[src/verilog/ctu_pkg.sv]
package ctu_pkg;

	// ==========================================================
	// Register map
	localparam logic [15:0] CTU_CTRL_OFFSET = 16'hA200;
	localparam logic [15:0] CTU_CLR_DELTA = 16'h0004;
	localparam logic [15:0] CTU_SET_DELTA = 16'h0008;
	localparam logic [15:0] CTU_INV_DELTA = 16'h000C;
	localparam logic [31:0] CTU_CTRL_RESET = 32'h00000000;
	localparam logic [31:0] CTU_CTRL_MASK = 32'hFFFCBFFF;

	// ==========================================================
	// Field positions
	localparam int CTU_E1_MODE_BIT = 31;
	localparam int CTU_E1_POL_BIT = 30;
	localparam int CTU_E1_SEL_LSB = 26;
	localparam int CTU_E2_SEEN_BIT = 25;
	localparam int CTU_E1_SEEN_BIT = 24;
	localparam int CTU_E2_MODE_BIT = 23;
	localparam int CTU_E2_POL_BIT = 22;
	localparam int CTU_E2_SEL_LSB = 18;
	localparam int CTU_ON_BIT = 15;
	localparam int CTU_IDLE_STOP_BIT = 13;
	localparam int CTU_DELAY_GEN_BIT = 12;
	localparam int CTU_EDGE_GATE_BIT = 11;
	localparam int CTU_ORDER_BIT = 10;
	localparam int CTU_DISCHARGE_BIT = 9;
	localparam int CTU_TRIG_BIT = 8;
	localparam int CTU_TRIM_LSB = 2;
	localparam int CTU_RANGE_LSB = 0;
	localparam int CTU_SEL_W = 4;
	localparam int CTU_TRIM_W = 6;
	localparam int CTU_RANGE_W = 2;
	localparam int CTU_PIN_COUNT = 13;

	// ==========================================================
	// AHB-Lite encodings
	localparam logic [1:0] CTU_HTRANS_NONSEQ = 2'h2;
	localparam logic [1:0] CTU_HTRANS_SEQ = 2'h3;

	typedef enum logic [1:0]
	{
		CTU_BASE = 2'h0,
		CTU_CLR = 2'h1,
		CTU_SET = 2'h2,
		CTU_INV = 2'h3
	} ctu_alias_t;

	// Measurement phase, Gray coded along idle -> charge -> done
	typedef enum logic [1:0]
	{
		CTU_ST_IDLE = 2'h0,
		CTU_ST_CHARGE = 2'h1,
		CTU_ST_DONE = 2'h3
	} ctu_state_t;

endpackage : ctu_pkg

[src/verilog/ctu_sync.sv]
module ctu_sync
	import ctu_pkg::*;
#(
	parameter int WIDTH = 1
)
(
	input wire logic hclk,
	input wire logic hresetn,
	input wire logic [WIDTH-1:0] async_in,
	output logic [WIDTH-1:0] sync_out
);

	logic [WIDTH-1:0] meta_reg;

	// First stage feeds only the second stage
	always_ff @(posedge hclk or negedge hresetn)
	begin
		if (!hresetn)
		begin
			meta_reg <= '0;
			sync_out <= '0;
		end
		else
		begin
			meta_reg <= async_in;
			sync_out <= meta_reg;
		end
	end

endmodule : ctu_sync

[src/verilog/ctu_edge_qual.sv]
module ctu_edge_qual
	import ctu_pkg::*;
(
	input wire logic hclk,
	input wire logic hresetn,
	input wire logic sample,
	input wire logic sense_mode,
	input wire logic polarity,
	output logic hit
);

	logic prev_reg;

	// History runs even while gated, so opening the gate makes no false edge
	always_ff @(posedge hclk or negedge hresetn)
	begin
		if (!hresetn)
			prev_reg <= 1'b0;
		else
			prev_reg <= sample;
	end

	always_comb
	begin
		if (sense_mode)
			hit = polarity ? (sample & ~prev_reg) : (~sample & prev_reg);
		else
			hit = polarity ? sample : ~sample;
	end

endmodule : ctu_edge_qual

[src/verilog/ctu_top.sv]
module ctu_top
	import ctu_pkg::*;
(
	input wire logic hclk,
	input wire logic hresetn,
	input wire logic hsel,
	input wire logic [31:0] haddr,
	input wire logic [1:0] htrans,
	input wire logic hwrite,
	input wire logic [2:0] hsize,
	input wire logic [31:0] hwdata,
	input wire logic hready,
	output logic [31:0] hrdata,
	output logic hreadyout,
	output logic hresp,
	input wire logic timer_event,
	input wire logic compare_one_event,
	input wire logic capture_one_event,
	input wire logic capture_two_event,
	input wire logic capture_three_event,
	input wire logic [CTU_PIN_COUNT-1:0] edge_input_pin,
	input wire logic comparator_one_out,
	input wire logic comparator_two_out,
	input wire logic comparator_three_out,
	input wire logic idle_mode,
	output logic unit_active,
	output logic current_source_on,
	output logic source_discharge,
	output logic [CTU_TRIM_W-1:0] current_trim,
	output logic [CTU_RANGE_W-1:0] current_range,
	output logic delay_pulse,
	output logic trigger_out
);

	// ==========================================================
	// Address decode
	function automatic logic ctu_hit_map(input logic [31:0] addr);
		logic [15:0] delta;
		delta = addr[15:0] - CTU_CTRL_OFFSET;
		ctu_hit_map = (addr[31:16] == 16'h0000) && (addr[1:0] == 2'h0)
			&& (addr[15:0] >= CTU_CTRL_OFFSET) && (delta <= CTU_INV_DELTA);
	endfunction : ctu_hit_map

	function automatic ctu_alias_t ctu_alias_of(input logic [31:0] addr);
		logic [15:0] delta;
		delta = addr[15:0] - CTU_CTRL_OFFSET;
		ctu_alias_of = ctu_alias_t'(delta[3:2]);
	endfunction : ctu_alias_of

	// ==========================================================
	// Bus slave
	logic ctrl_reg_sel;
	logic [31:0] ctrl_reg;
	logic [31:0] ctrl_next;
	logic wr_pend_reg;
	logic rd_pend_reg;
	logic wr_map_reg;
	ctu_alias_t wr_alias_reg;
	logic rd_map_reg;
	ctu_alias_t rd_alias_reg;
	logic accept;
	logic first_hit;
	logic second_hit;
	logic second_take;

	assign ctrl_reg_sel = hsel && hready
		&& (htrans == CTU_HTRANS_NONSEQ || htrans == CTU_HTRANS_SEQ);
	assign accept = ctrl_reg_sel;

	always_ff @(posedge hclk or negedge hresetn)
	begin
		if (!hresetn)
		begin
			wr_pend_reg <= 1'b0;
			rd_pend_reg <= 1'b0;
			wr_map_reg <= 1'b0;
			rd_map_reg <= 1'b0;
			wr_alias_reg <= CTU_BASE;
			rd_alias_reg <= CTU_BASE;
		end
		else
		begin
			wr_pend_reg <= accept && hwrite;
			rd_pend_reg <= accept && !hwrite;
			if (accept)
			begin
				wr_map_reg <= ctu_hit_map(haddr);
				rd_map_reg <= ctu_hit_map(haddr);
				wr_alias_reg <= ctu_alias_of(haddr);
				rd_alias_reg <= ctu_alias_of(haddr);
			end
		end
	end

	// Reads take one wait state so that a write just before is seen
	always_ff @(posedge hclk or negedge hresetn)
	begin
		if (!hresetn)
			hreadyout <= 1'b1;
		else if (accept && !hwrite)
			hreadyout <= 1'b0;
		else
			hreadyout <= 1'b1;
	end

	always_ff @(posedge hclk or negedge hresetn)
	begin
		if (!hresetn)
			hrdata <= 32'h00000000;
		else if (rd_pend_reg)
		begin
			if (rd_map_reg && rd_alias_reg == CTU_BASE)
				hrdata <= ctrl_reg & CTU_CTRL_MASK;
			else
				hrdata <= 32'h00000000;
		end
	end

	always_ff @(posedge hclk or negedge hresetn)
	begin
		if (!hresetn)
			hresp <= 1'b0;
		else
			hresp <= 1'b0;
	end

	// ==========================================================
	// Control register
	always_comb
	begin
		ctrl_next = ctrl_reg;
		if (wr_pend_reg && wr_map_reg)
		begin
			case (wr_alias_reg)
				CTU_BASE: ctrl_next = hwdata;
				CTU_CLR: ctrl_next = ctrl_reg & ~hwdata;
				CTU_SET: ctrl_next = ctrl_reg | hwdata;
				CTU_INV: ctrl_next = ctrl_reg ^ hwdata;
				default: ctrl_next = ctrl_reg;
			endcase
		end
		// Hardware set wins over a clear in the same cycle
		if (first_hit)
			ctrl_next[CTU_E1_SEEN_BIT] = 1'b1;
		if (second_take)
			ctrl_next[CTU_E2_SEEN_BIT] = 1'b1;
		ctrl_next = ctrl_next & CTU_CTRL_MASK;
	end

	always_ff @(posedge hclk or negedge hresetn)
	begin
		if (!hresetn)
			ctrl_reg <= CTU_CTRL_RESET;
		else
			ctrl_reg <= ctrl_next;
	end

	// ==========================================================
	// Field views
	logic e1_mode;
	logic e1_pol;
	logic [CTU_SEL_W-1:0] e1_sel;
	logic e2_mode;
	logic e2_pol;
	logic [CTU_SEL_W-1:0] e2_sel;
	logic unit_on;
	logic idle_stop;
	logic delay_gen_enable;
	logic edge_gate_open;
	logic edge_order_enforce;
	logic trigger_out_enable;
	logic first_edge_seen;
	logic second_edge_seen;

	assign e1_mode = ctrl_reg[CTU_E1_MODE_BIT];
	assign e1_pol = ctrl_reg[CTU_E1_POL_BIT];
	assign e1_sel = ctrl_reg[CTU_E1_SEL_LSB +: CTU_SEL_W];
	assign e2_mode = ctrl_reg[CTU_E2_MODE_BIT];
	assign e2_pol = ctrl_reg[CTU_E2_POL_BIT];
	assign e2_sel = ctrl_reg[CTU_E2_SEL_LSB +: CTU_SEL_W];
	assign unit_on = ctrl_reg[CTU_ON_BIT];
	assign idle_stop = ctrl_reg[CTU_IDLE_STOP_BIT];
	assign delay_gen_enable = ctrl_reg[CTU_DELAY_GEN_BIT];
	assign edge_gate_open = ctrl_reg[CTU_EDGE_GATE_BIT];
	assign edge_order_enforce = ctrl_reg[CTU_ORDER_BIT];
	assign trigger_out_enable = ctrl_reg[CTU_TRIG_BIT];
	assign first_edge_seen = ctrl_reg[CTU_E1_SEEN_BIT];
	assign second_edge_seen = ctrl_reg[CTU_E2_SEEN_BIT];

	// ==========================================================
	// Input conditioning
	localparam int ASYNC_W = CTU_PIN_COUNT + 4;
	logic [ASYNC_W-1:0] async_raw;
	logic [ASYNC_W-1:0] async_sync;
	logic idle_sync;
	logic [CTU_PIN_COUNT-1:0] pin_s;
	logic c1_s;
	logic c2_s;
	logic c3_s;
	logic bus_clk_phase_reg;

	assign async_raw = {idle_mode, comparator_three_out, comparator_two_out, comparator_one_out,
		edge_input_pin};

	ctu_sync #(
		.WIDTH(ASYNC_W)
	) u_sync (
		.hclk(hclk),
		.hresetn(hresetn),
		.async_in(async_raw),
		.sync_out(async_sync)
	);

	assign pin_s = async_sync[CTU_PIN_COUNT-1:0];
	assign c1_s = async_sync[CTU_PIN_COUNT];
	assign c2_s = async_sync[CTU_PIN_COUNT+1];
	assign c3_s = async_sync[CTU_PIN_COUNT+2];
	assign idle_sync = async_sync[CTU_PIN_COUNT+3];

	// Bus clock as a source is seen as a half-rate square wave of hclk
	always_ff @(posedge hclk or negedge hresetn)
	begin
		if (!hresetn)
			bus_clk_phase_reg <= 1'b0;
		else
			bus_clk_phase_reg <= ~bus_clk_phase_reg;
	end

	// ==========================================================
	// Source selection
	logic [15:0] e1_sources;
	logic [15:0] e2_sources;
	logic e1_sample;
	logic e2_sample;

	assign e1_sources = {c3_s, c2_s, c1_s, capture_three_event, capture_two_event, capture_one_event,
		pin_s[7:2], pin_s[0], pin_s[1], compare_one_event, timer_event};
	assign e2_sources = {c3_s, c2_s, c1_s, bus_clk_phase_reg, capture_three_event,
		capture_two_event, capture_one_event, pin_s[12:8], pin_s[0], pin_s[1],
		compare_one_event, timer_event};
	assign e1_sample = e1_sources[e1_sel];
	assign e2_sample = e2_sources[e2_sel];

	// ==========================================================
	// Edge qualification
	logic e1_qual;
	logic e2_qual;
	logic run;

	ctu_edge_qual u_first_edge (
		.hclk(hclk),
		.hresetn(hresetn),
		.sample(e1_sample),
		.sense_mode(e1_mode),
		.polarity(e1_pol),
		.hit(e1_qual)
	);

	ctu_edge_qual u_second_edge (
		.hclk(hclk),
		.hresetn(hresetn),
		.sample(e2_sample),
		.sense_mode(e2_mode),
		.polarity(e2_pol),
		.hit(e2_qual)
	);

	assign run = unit_on && !(idle_stop && idle_sync);
	assign first_hit = run && edge_gate_open && e1_qual;
	assign second_hit = run && edge_gate_open && e2_qual;
	assign second_take = second_hit && (!edge_order_enforce || first_edge_seen);

	// ==========================================================
	// Measurement phase
	ctu_state_t state_reg;
	ctu_state_t state_next;

	always_comb
	begin
		case (state_reg)
			CTU_ST_IDLE:
				state_next = !ctrl_next[CTU_E1_SEEN_BIT] ? CTU_ST_IDLE
					: (ctrl_next[CTU_E2_SEEN_BIT] ? CTU_ST_DONE : CTU_ST_CHARGE);
			CTU_ST_CHARGE:
				if (!ctrl_next[CTU_E1_SEEN_BIT])
					state_next = CTU_ST_IDLE;
				else if (ctrl_next[CTU_E2_SEEN_BIT])
					state_next = CTU_ST_DONE;
				else
					state_next = CTU_ST_CHARGE;
			CTU_ST_DONE:
				state_next = ctrl_next[CTU_E2_SEEN_BIT] ? CTU_ST_DONE : CTU_ST_IDLE;
			default:
				state_next = CTU_ST_IDLE;
		endcase
		if (!run)
			state_next = CTU_ST_IDLE;
	end

	always_ff @(posedge hclk or negedge hresetn)
	begin
		if (!hresetn)
			state_reg <= CTU_ST_IDLE;
		else
			state_reg <= state_next;
	end

	// ==========================================================
	// Outputs toward the analog side and other modules
	always_ff @(posedge hclk or negedge hresetn)
	begin
		if (!hresetn)
			unit_active <= 1'b0;
		else
			unit_active <= run;
	end

	// Source charges between the first and second edge
	always_ff @(posedge hclk or negedge hresetn)
	begin
		if (!hresetn)
			current_source_on <= 1'b0;
		else
			current_source_on <= (state_next == CTU_ST_CHARGE);
	end

	// Grounding the source is for capacitor discharge, timing is left to software
	always_ff @(posedge hclk or negedge hresetn)
	begin
		if (!hresetn)
			source_discharge <= 1'b0;
		else
			source_discharge <= ctrl_reg[CTU_DISCHARGE_BIT];
	end

	always_ff @(posedge hclk or negedge hresetn)
	begin
		if (!hresetn)
		begin
			current_trim <= '0;
			current_range <= '0;
		end
		else
		begin
			current_trim <= ctrl_reg[CTU_TRIM_LSB +: CTU_TRIM_W];
			current_range <= ctrl_reg[CTU_RANGE_LSB +: CTU_RANGE_W];
		end
	end

	// Delay pulse spans first edge to second edge; second source should be comparator two
	always_ff @(posedge hclk or negedge hresetn)
	begin
		if (!hresetn)
			delay_pulse <= 1'b0;
		else
			delay_pulse <= delay_gen_enable && (state_next == CTU_ST_CHARGE);
	end

	// One-cycle trigger when a measurement completes
	always_ff @(posedge hclk or negedge hresetn)
	begin
		if (!hresetn)
			trigger_out <= 1'b0;
		else
			trigger_out <= trigger_out_enable && second_take && !second_edge_seen;
	end

endmodule : ctu_top

[config.mk]
export PLATFORM = sky130hd
export DESIGN_NAME = ctu_top
export DESIGN_NICKNAME = d
export VERILOG_FILES = /design/src/verilog/ctu_pkg.sv /design/src/verilog/ctu_sync.sv /design/src/verilog/ctu_edge_qual.sv /design/src/verilog/ctu_top.sv
export SDC_FILE = /design/constraint.sdc
export NUM_CORES = 1
export LEC_CHECK = 0
export ABC_AREA = 1
export BUFFER_PORTS_ARGS = -buffer_cell sky130_fd_sc_hd__buf_4
export CAP_MARGIN = 5
export CELL_PAD_IN_SITES_DETAIL_PLACEMENT = 0
export CELL_PAD_IN_SITES_GLOBAL_PLACEMENT = 1
export CORE_AREA = 2 2 119 121
export DETAILED_ROUTE_END_ITERATION = 10
export DIE_AREA = 0 0 121 123
export PLACE_DENSITY_LB_ADDON = 0.1
export SLEW_MARGIN = 0
export SYNTH_ARGS = -nofsm -noshare
export SYNTH_HDL_FRONTEND = slang
export SYNTH_SLANG_ARGS = --single-unit
[constraint.sdc]
create_clock -name hclk -period 2.9 [get_ports hclk]
set_clock_uncertainty 0.1 [all_clocks]
set_input_delay 0.29 -clock hclk [delete_from_list [all_inputs] [get_ports hclk]]
set_output_delay 0.29 -clock hclk [all_outputs]
set_load 0.05 [all_outputs]
# After elaboration in Yosys (flattened, before gate mapping)
# Index checks and enable logic that the tools add are counted.
[op_classes]
addsub = 1
bitwise_logic = 13
eq_ne = 8
magnitude_cmp = 4
muxes = 21
reduce_logical = 29
[ops]
columns = ["op", "n"]
rows = [
  ["$pmux 32 s4", 1],
  ["$and 32x32->32", 1],
  ["$mux 32", 1],
  ["$not 32->32", 1],
  ["$or 32x32->32", 1],
  ["$xor 32x32->32", 1],
  ["$mux 26", 1],
  ["$logic_and 1x1->1", 18],
  ["$ge 16x16->1 const B", 1],
  ["$le 16x4->1 const B", 1],
  ["$logic_not 16->1", 1],
  ["$sub 16x16->16 const B", 1],
  ["$mux 1", 11],
  ["$eq 2x2->1 const B", 5],
  ["$lt 4x5->1 const B", 2],
  ["$bmux 1 s4", 2],
  ["$mux 2", 4],
  ["$eq 2x1->1 const B", 3],
  ["$logic_not 2->1", 3],
  ["$not 1->1", 5],
  ["$and 1x1->1", 4],
  ["$logic_not 1->1", 4],
  ["$pmux 2 s2", 1],
  ["$logic_or 1x1->1", 2],
  ["$reduce_or 2->1", 1],
]
[word_totals]
inputBits = 96
ff_bits = 119
elab_cells = 97
output_inout_bits = 47

# Longest topological paths before layout
[logic_depth]
ltp_word = 15
depth_mapped = 12
depth_no_buf = 11

# Modules after synthesis
# From an unflattened synthesis, not the netlist that was laid out.
[hier_totals]
hier_cells = 651
area_unflattened_um2 = 5911.9
[by_module_without_submodules]
columns = ["module", "seq_area_each_um2", "n_inst", "cells_per_inst", "area_each_um2"]
rows = [
  ["ctu_top", 2003.2, 1, 597, 4943.5],
  ["ctu_sync", 850.8, 1, 34, 850.8],
  ["ctu_edge_qual", 25.0, 2, 10, 58.8],
]

# Least setup slack after synthesis
# No wires, ideal clock.
[synth_timing]
path_type = "reg2reg"
from = "reg ctrl_reg[18]"
to = "reg state_reg[0]"
setup_ps = 121
n_path_buf = 1
period_less_slack_ps = 1510
t_arrival_ps = 1290
required_time_ps = 2679
slack_ps = 1390
stages_incl_launch_ff = 12
cell_sequence = "dfrtp_1 -> buf_4 -> a21oi_1 -> o21ai_0 -> nand3_1 -> nand3_2 -> nand2_2 -> nand2_2 -> nand3_2 -> nand2_4 -> nand3b_1 -> nand2_1"
[synth_via]
elab_chain_cells = 12
word_cells_on_any_way = 14
classes_between = "9 x mux; 3 x bitwise; 2 x reduce/logical"
[synth_lines]
columns = ["element", "line", "text"]
rows = [
  ["from (decl)", "ctu_top.sv:53", "logic [31:0] ctrl_reg;"],
  ["from (signal assigned)", "ctu_top.sv:155", "ctrl_reg <= ctrl_next;"],
  ["$bmux 1 s4 *", "ctu_top.sv:242", "assign e2_sample = e2_sources[e2_sel];"],
  ["$mux 1 (implied by the code) *", "ctu_top.sv:242", ""],
  ["via e2_sample", "ctu_top.sv:234", "logic e2_sample;"],
  ["$not 1->1", "ctu_edge_qual.sv:26, ctu_edge_qual.sv:28", ""],
  ["$and 1x1->1", "ctu_edge_qual.sv:26", "hit = polarity ? (sample & ~prev_reg) : (~sample & prev_reg);"],
  ["$mux 1", "ctu_edge_qual.sv:26", ""],
  ["$mux 1 *", "ctu_edge_qual.sv:25", "if (sense_mode)"],
  ["$logic_and 1x1->1 *", "ctu_top.sv:270", "assign second_hit = run && edge_gate_open && e2_qual;"],
  ["$logic_and 1x1->1 *", "ctu_top.sv:271", "assign second_take = second_hit && (!edge_order_enforce || first_edge_seen);"],
  ["$mux 1 *", "ctu_top.sv:145", "if (second_take)"],
  ["via ctrl_next[25]", "ctu_top.sv:54", "logic [31:0] ctrl_next;"],
  ["$mux 2 *", "ctu_top.sv:292", "state_next = ctrl_next[CTU_E2_SEEN_BIT] ? CTU_ST_DONE : CTU_ST_IDLE;"],
  ["$pmux 2 s2 *", "ctu_top.sv:280", "case (state_reg)"],
  ["$mux 2 *", "ctu_top.sv:296", "if (!run)"],
  ["via state_next[0]", "ctu_top.sv:276", "ctu_state_t state_next;"],
  ["to (signal assigned)", "ctu_top.sv:305", "state_reg <= state_next;"],
  ["to (decl)", "ctu_top.sv:275", "ctu_state_t state_reg;"],
]
# Mark *: on every way through the listed nets, which the timed path passes. The rest lies on a longest branch. The select of a mux whose other input is x is not followed.
# A chain may end at the register's enable or synchronous reset.

# Final worst setup path
# Ends and elaborated chain as after synthesis.

==> results.md <==
* Outcome: completed
* Total iterations of the first detailed-routing run at 4
* Die width at 121 um
* Count of final max-slew check failures at 0
* Setup slack after layout at 934 ps
* Wirelength per Cell at 14.6 um
* CP delay by family, top: simple AND/OR/NAND/NOR gates
* Most common cell after layout, fill and taps aside: buf_4
* Drt first-iter violations at between 300 and 400
* CP Data Arrival Time at 2160 ps
* Slowest stage cell, crit path: dfrtp_1
* Mapped cell area at 5920 um^2
* Routed WL at 14.4 mm
* Layout cell share with drive strength beyond 1 at 25.3%
* Worst skew pair latency at around 410 ps
* Ys flop type: dfrtp_1
* Core area at around 14,000 um^2
* Register-to-Register Path Depth at 11
* Worst r2r src: ctrl_reg[18]
* CP Max Fanout at 14
* Worst relative slew slack at about a third
* Required @ worst endpoint at about 3100 ps
* CP cell instances: inv_1, a21oi_1, o21ai_1, nand3_1, nand3_2, nand2_2, nand2_2, nand3_2, nand2_4, nand3b_1, nand2_1
* Post-synth EDFFs at 0
* Pwr/cell area at just under 600 nW/um^2
* Syn-to-layout area delta at 34.8%
* Clk slew on worst S/H paths at 50 ps
* CTS Root Cell: clkbuf_16
* Cell count after synthesis at 641
* WP buf/inv at 1
* Sequential element share of the synthesized area at a little under 50%
* Hold Path Class: primary input to flop
* IO buf count at 131
* Clk buf depth at 2
* Max incr delay on CP at 610 ps
* Synth top area share at 48.6%
* RSZ-0062 raised after global routing: false
* Fin crit period at 1970 ps
* Asr flop ratio synth at 100%
* Detailed Place HPWL at ~9.7 mm
* Maximum vdd drop at 313 uV
* Number of CTS-inserted buffers at 17
* Vias at just under 5,000
* Setup Viol. Count Final at 0
* Yosys warns at 0
* Placer Congestion at 0.817
* Largest net degree at the start of global routing at 59
* Static leakage at 4.04 nW
* Grt ovf at 0
* I/O pin total at 143
* FP Rows at 43
* Die height at 123 um
* Drt drc at 0
* Antenna cells at 0
* Initial Util at between 40% and 50%
* Initial antenna violation count at 0
* Crit end category: flop
* Gr usage total at 20.3%
* Flop2flop setup slack at around 930 ps
* WHS Endpoint: rd_alias_reg[0]
* Worst r2r dst: state_reg[0]
* Fmax at around 510 MHz
* Pre-CTS WS at 975 ps
* DRT antenna net count at 0
* Die ar. at between 10,000 and 15,000 um^2
* Element type at the critical path start: flop
* Fin nets at 947
* CP Class: flop to flop
* Setup Fix Bufs, Post-CTS at 0
* Vias in the first global route at 4,827
* Netlist cell types at 35
* Slew of the pin with the lowest slew margin at 973 ps
* CTS tree: done
* Period utilization at 67.8%
* Dominant cell type by area after synthesis: dfrtp_1
* Resized cells post-CTS at 0
* Hold Crit Depth at 3
* #FFs+latches synth at around 120
* Sink Count at between 100 and 150
* Syn Area/Cell at 9.23 um^2
* Final Hold Fails at 0
* Area contributors post-synth: dfrtp_1, ha_1, inv_1
* Commonest cells after routing, fill and taps aside: buf_4, dfrtp_1, inv_1
* H-tree depth at 4
* Max cap viols at 0
* Min-delay src: haddr[2]
* Via-to-Cell Ratio at 5.00
* First-pass GRT wire length at 23.2 mm
* Setup_tns at 0 ps
==> worst register-to-register path: stages (launching register included) <==
cell and delay (ps):
dfrtp_1 610, inv_1 240, a21oi_1 180, o21ai_1 90
nand3_1 90, nand3_2 90, nand2_2 90, nand2_2 50
nand3_2 90, nand2_4 80, nand3b_1 90, nand2_1 60
==> stage by stage <==
| step | util (%) | area (um^2) | hold WS [ps] | std cells | power, mW |
|---|---|---|---|---|---|
| 6_report | 58.6 | 7970 | 33.4 | 985 | 4.68 |
| 3_3_place_gp | 51.9 | 7070 | 232 | 933 | 2.18 |
| 4_1_cts | 58.6 | 7970 | 25.3 | 985 | 4.73 |
| 3_5_place_dp | 51.9 | 7070 | 235 | 933 | 2.20 |
| 5_1_grt | 58.6 | 7970 | 46.6 | 985 | 4.87 |
| 2_1_floorplan | - | 5930 | -106 | 644 | 1.98 |
==> layout make-up <==
type | instances | area, um^2
clock buffers | 19 | 453
clock inverters | 13 | 251
fillers | 1215 | 5640
inverters | 119 | 447
multi-input cells | 378 | 2430
flip-flops and latches | 116 | 2910
well taps | 180 | 225
repair buffers | 160 | 1260
==> worst max-delay path by stage <==
| stage | from | to | slack (ps) | cells past startpoint |
|---|---|---|---|---|
| floorplan | ctrl_reg[18] | state_reg[0] | 1390 | 11 |
| global placement | rd_alias_reg[1] | delay_pulse | 1000 | 8 |
| detailed placement | rd_alias_reg[1] | delay_pulse | 980 | 8 |
| CTS | rd_alias_reg[1] | delay_pulse | 950 | 8 |
| global route | ctrl_reg[18] | state_reg[0] | 720 | 11 |
| finish | ctrl_reg[18] | state_reg[0] | 930 | 11 |
==> cell families (layout without fill, tap and decap cells) <==
logic type	Yosys count	in the layout	synth area share (%)
AOI/OAI and AO/OA	163	163	15.5
adders and majority gates	59	59	12.5
buffers and inverters	150	311	10.2
DFF	116	116	49.1
muxes	1	1	0.190
other	1	4	0.0634
and+or+nand+nor	151	151	12.5
==> where the power goes <==
group          switching, mW  internal, mW
Combinational          0.304         0.207
Sequential            0.0233          1.65
Clock                  0.749          1.74
Total                   1.08          3.60
==> synthesized netlist by cell type (2+ instances only) <==
library cell and count:
o21ai_1 10, buf_4 8, nand2_2 5, nand2_1 65, a21oi_1 56, ha_1 59
o22ai_1 2, buf_2 8, dfrtp_1 115, nor2_1 12, o211ai_1 6, nand3_2 8
nor4_1 7, clkbuf_1 13, inv_1 112, inv_2 7, buf_1 2, o21ai_0 59
nand3_1 47, a22oi_1 25
==> layer usage <==
layer / track usage (%) / vias to the layer above / share of wire, %
met4: 6.83 / 0 / 1.3
met1: 25.5 / 2388 / 44
met3: 4.98 / 14 / 4.4
met5: 0 / - / 0
met2: 34.3 / 124 / 50
li1: - / 2403 / -
==> repair_timing <==
action	4_1_cts	5_1_grt
hold buffers	20	0
endpoints found under the hold margin	72	0
endpoints found under the setup margin	0	0
No activity file was read; power rests on OpenSTA's default activity.
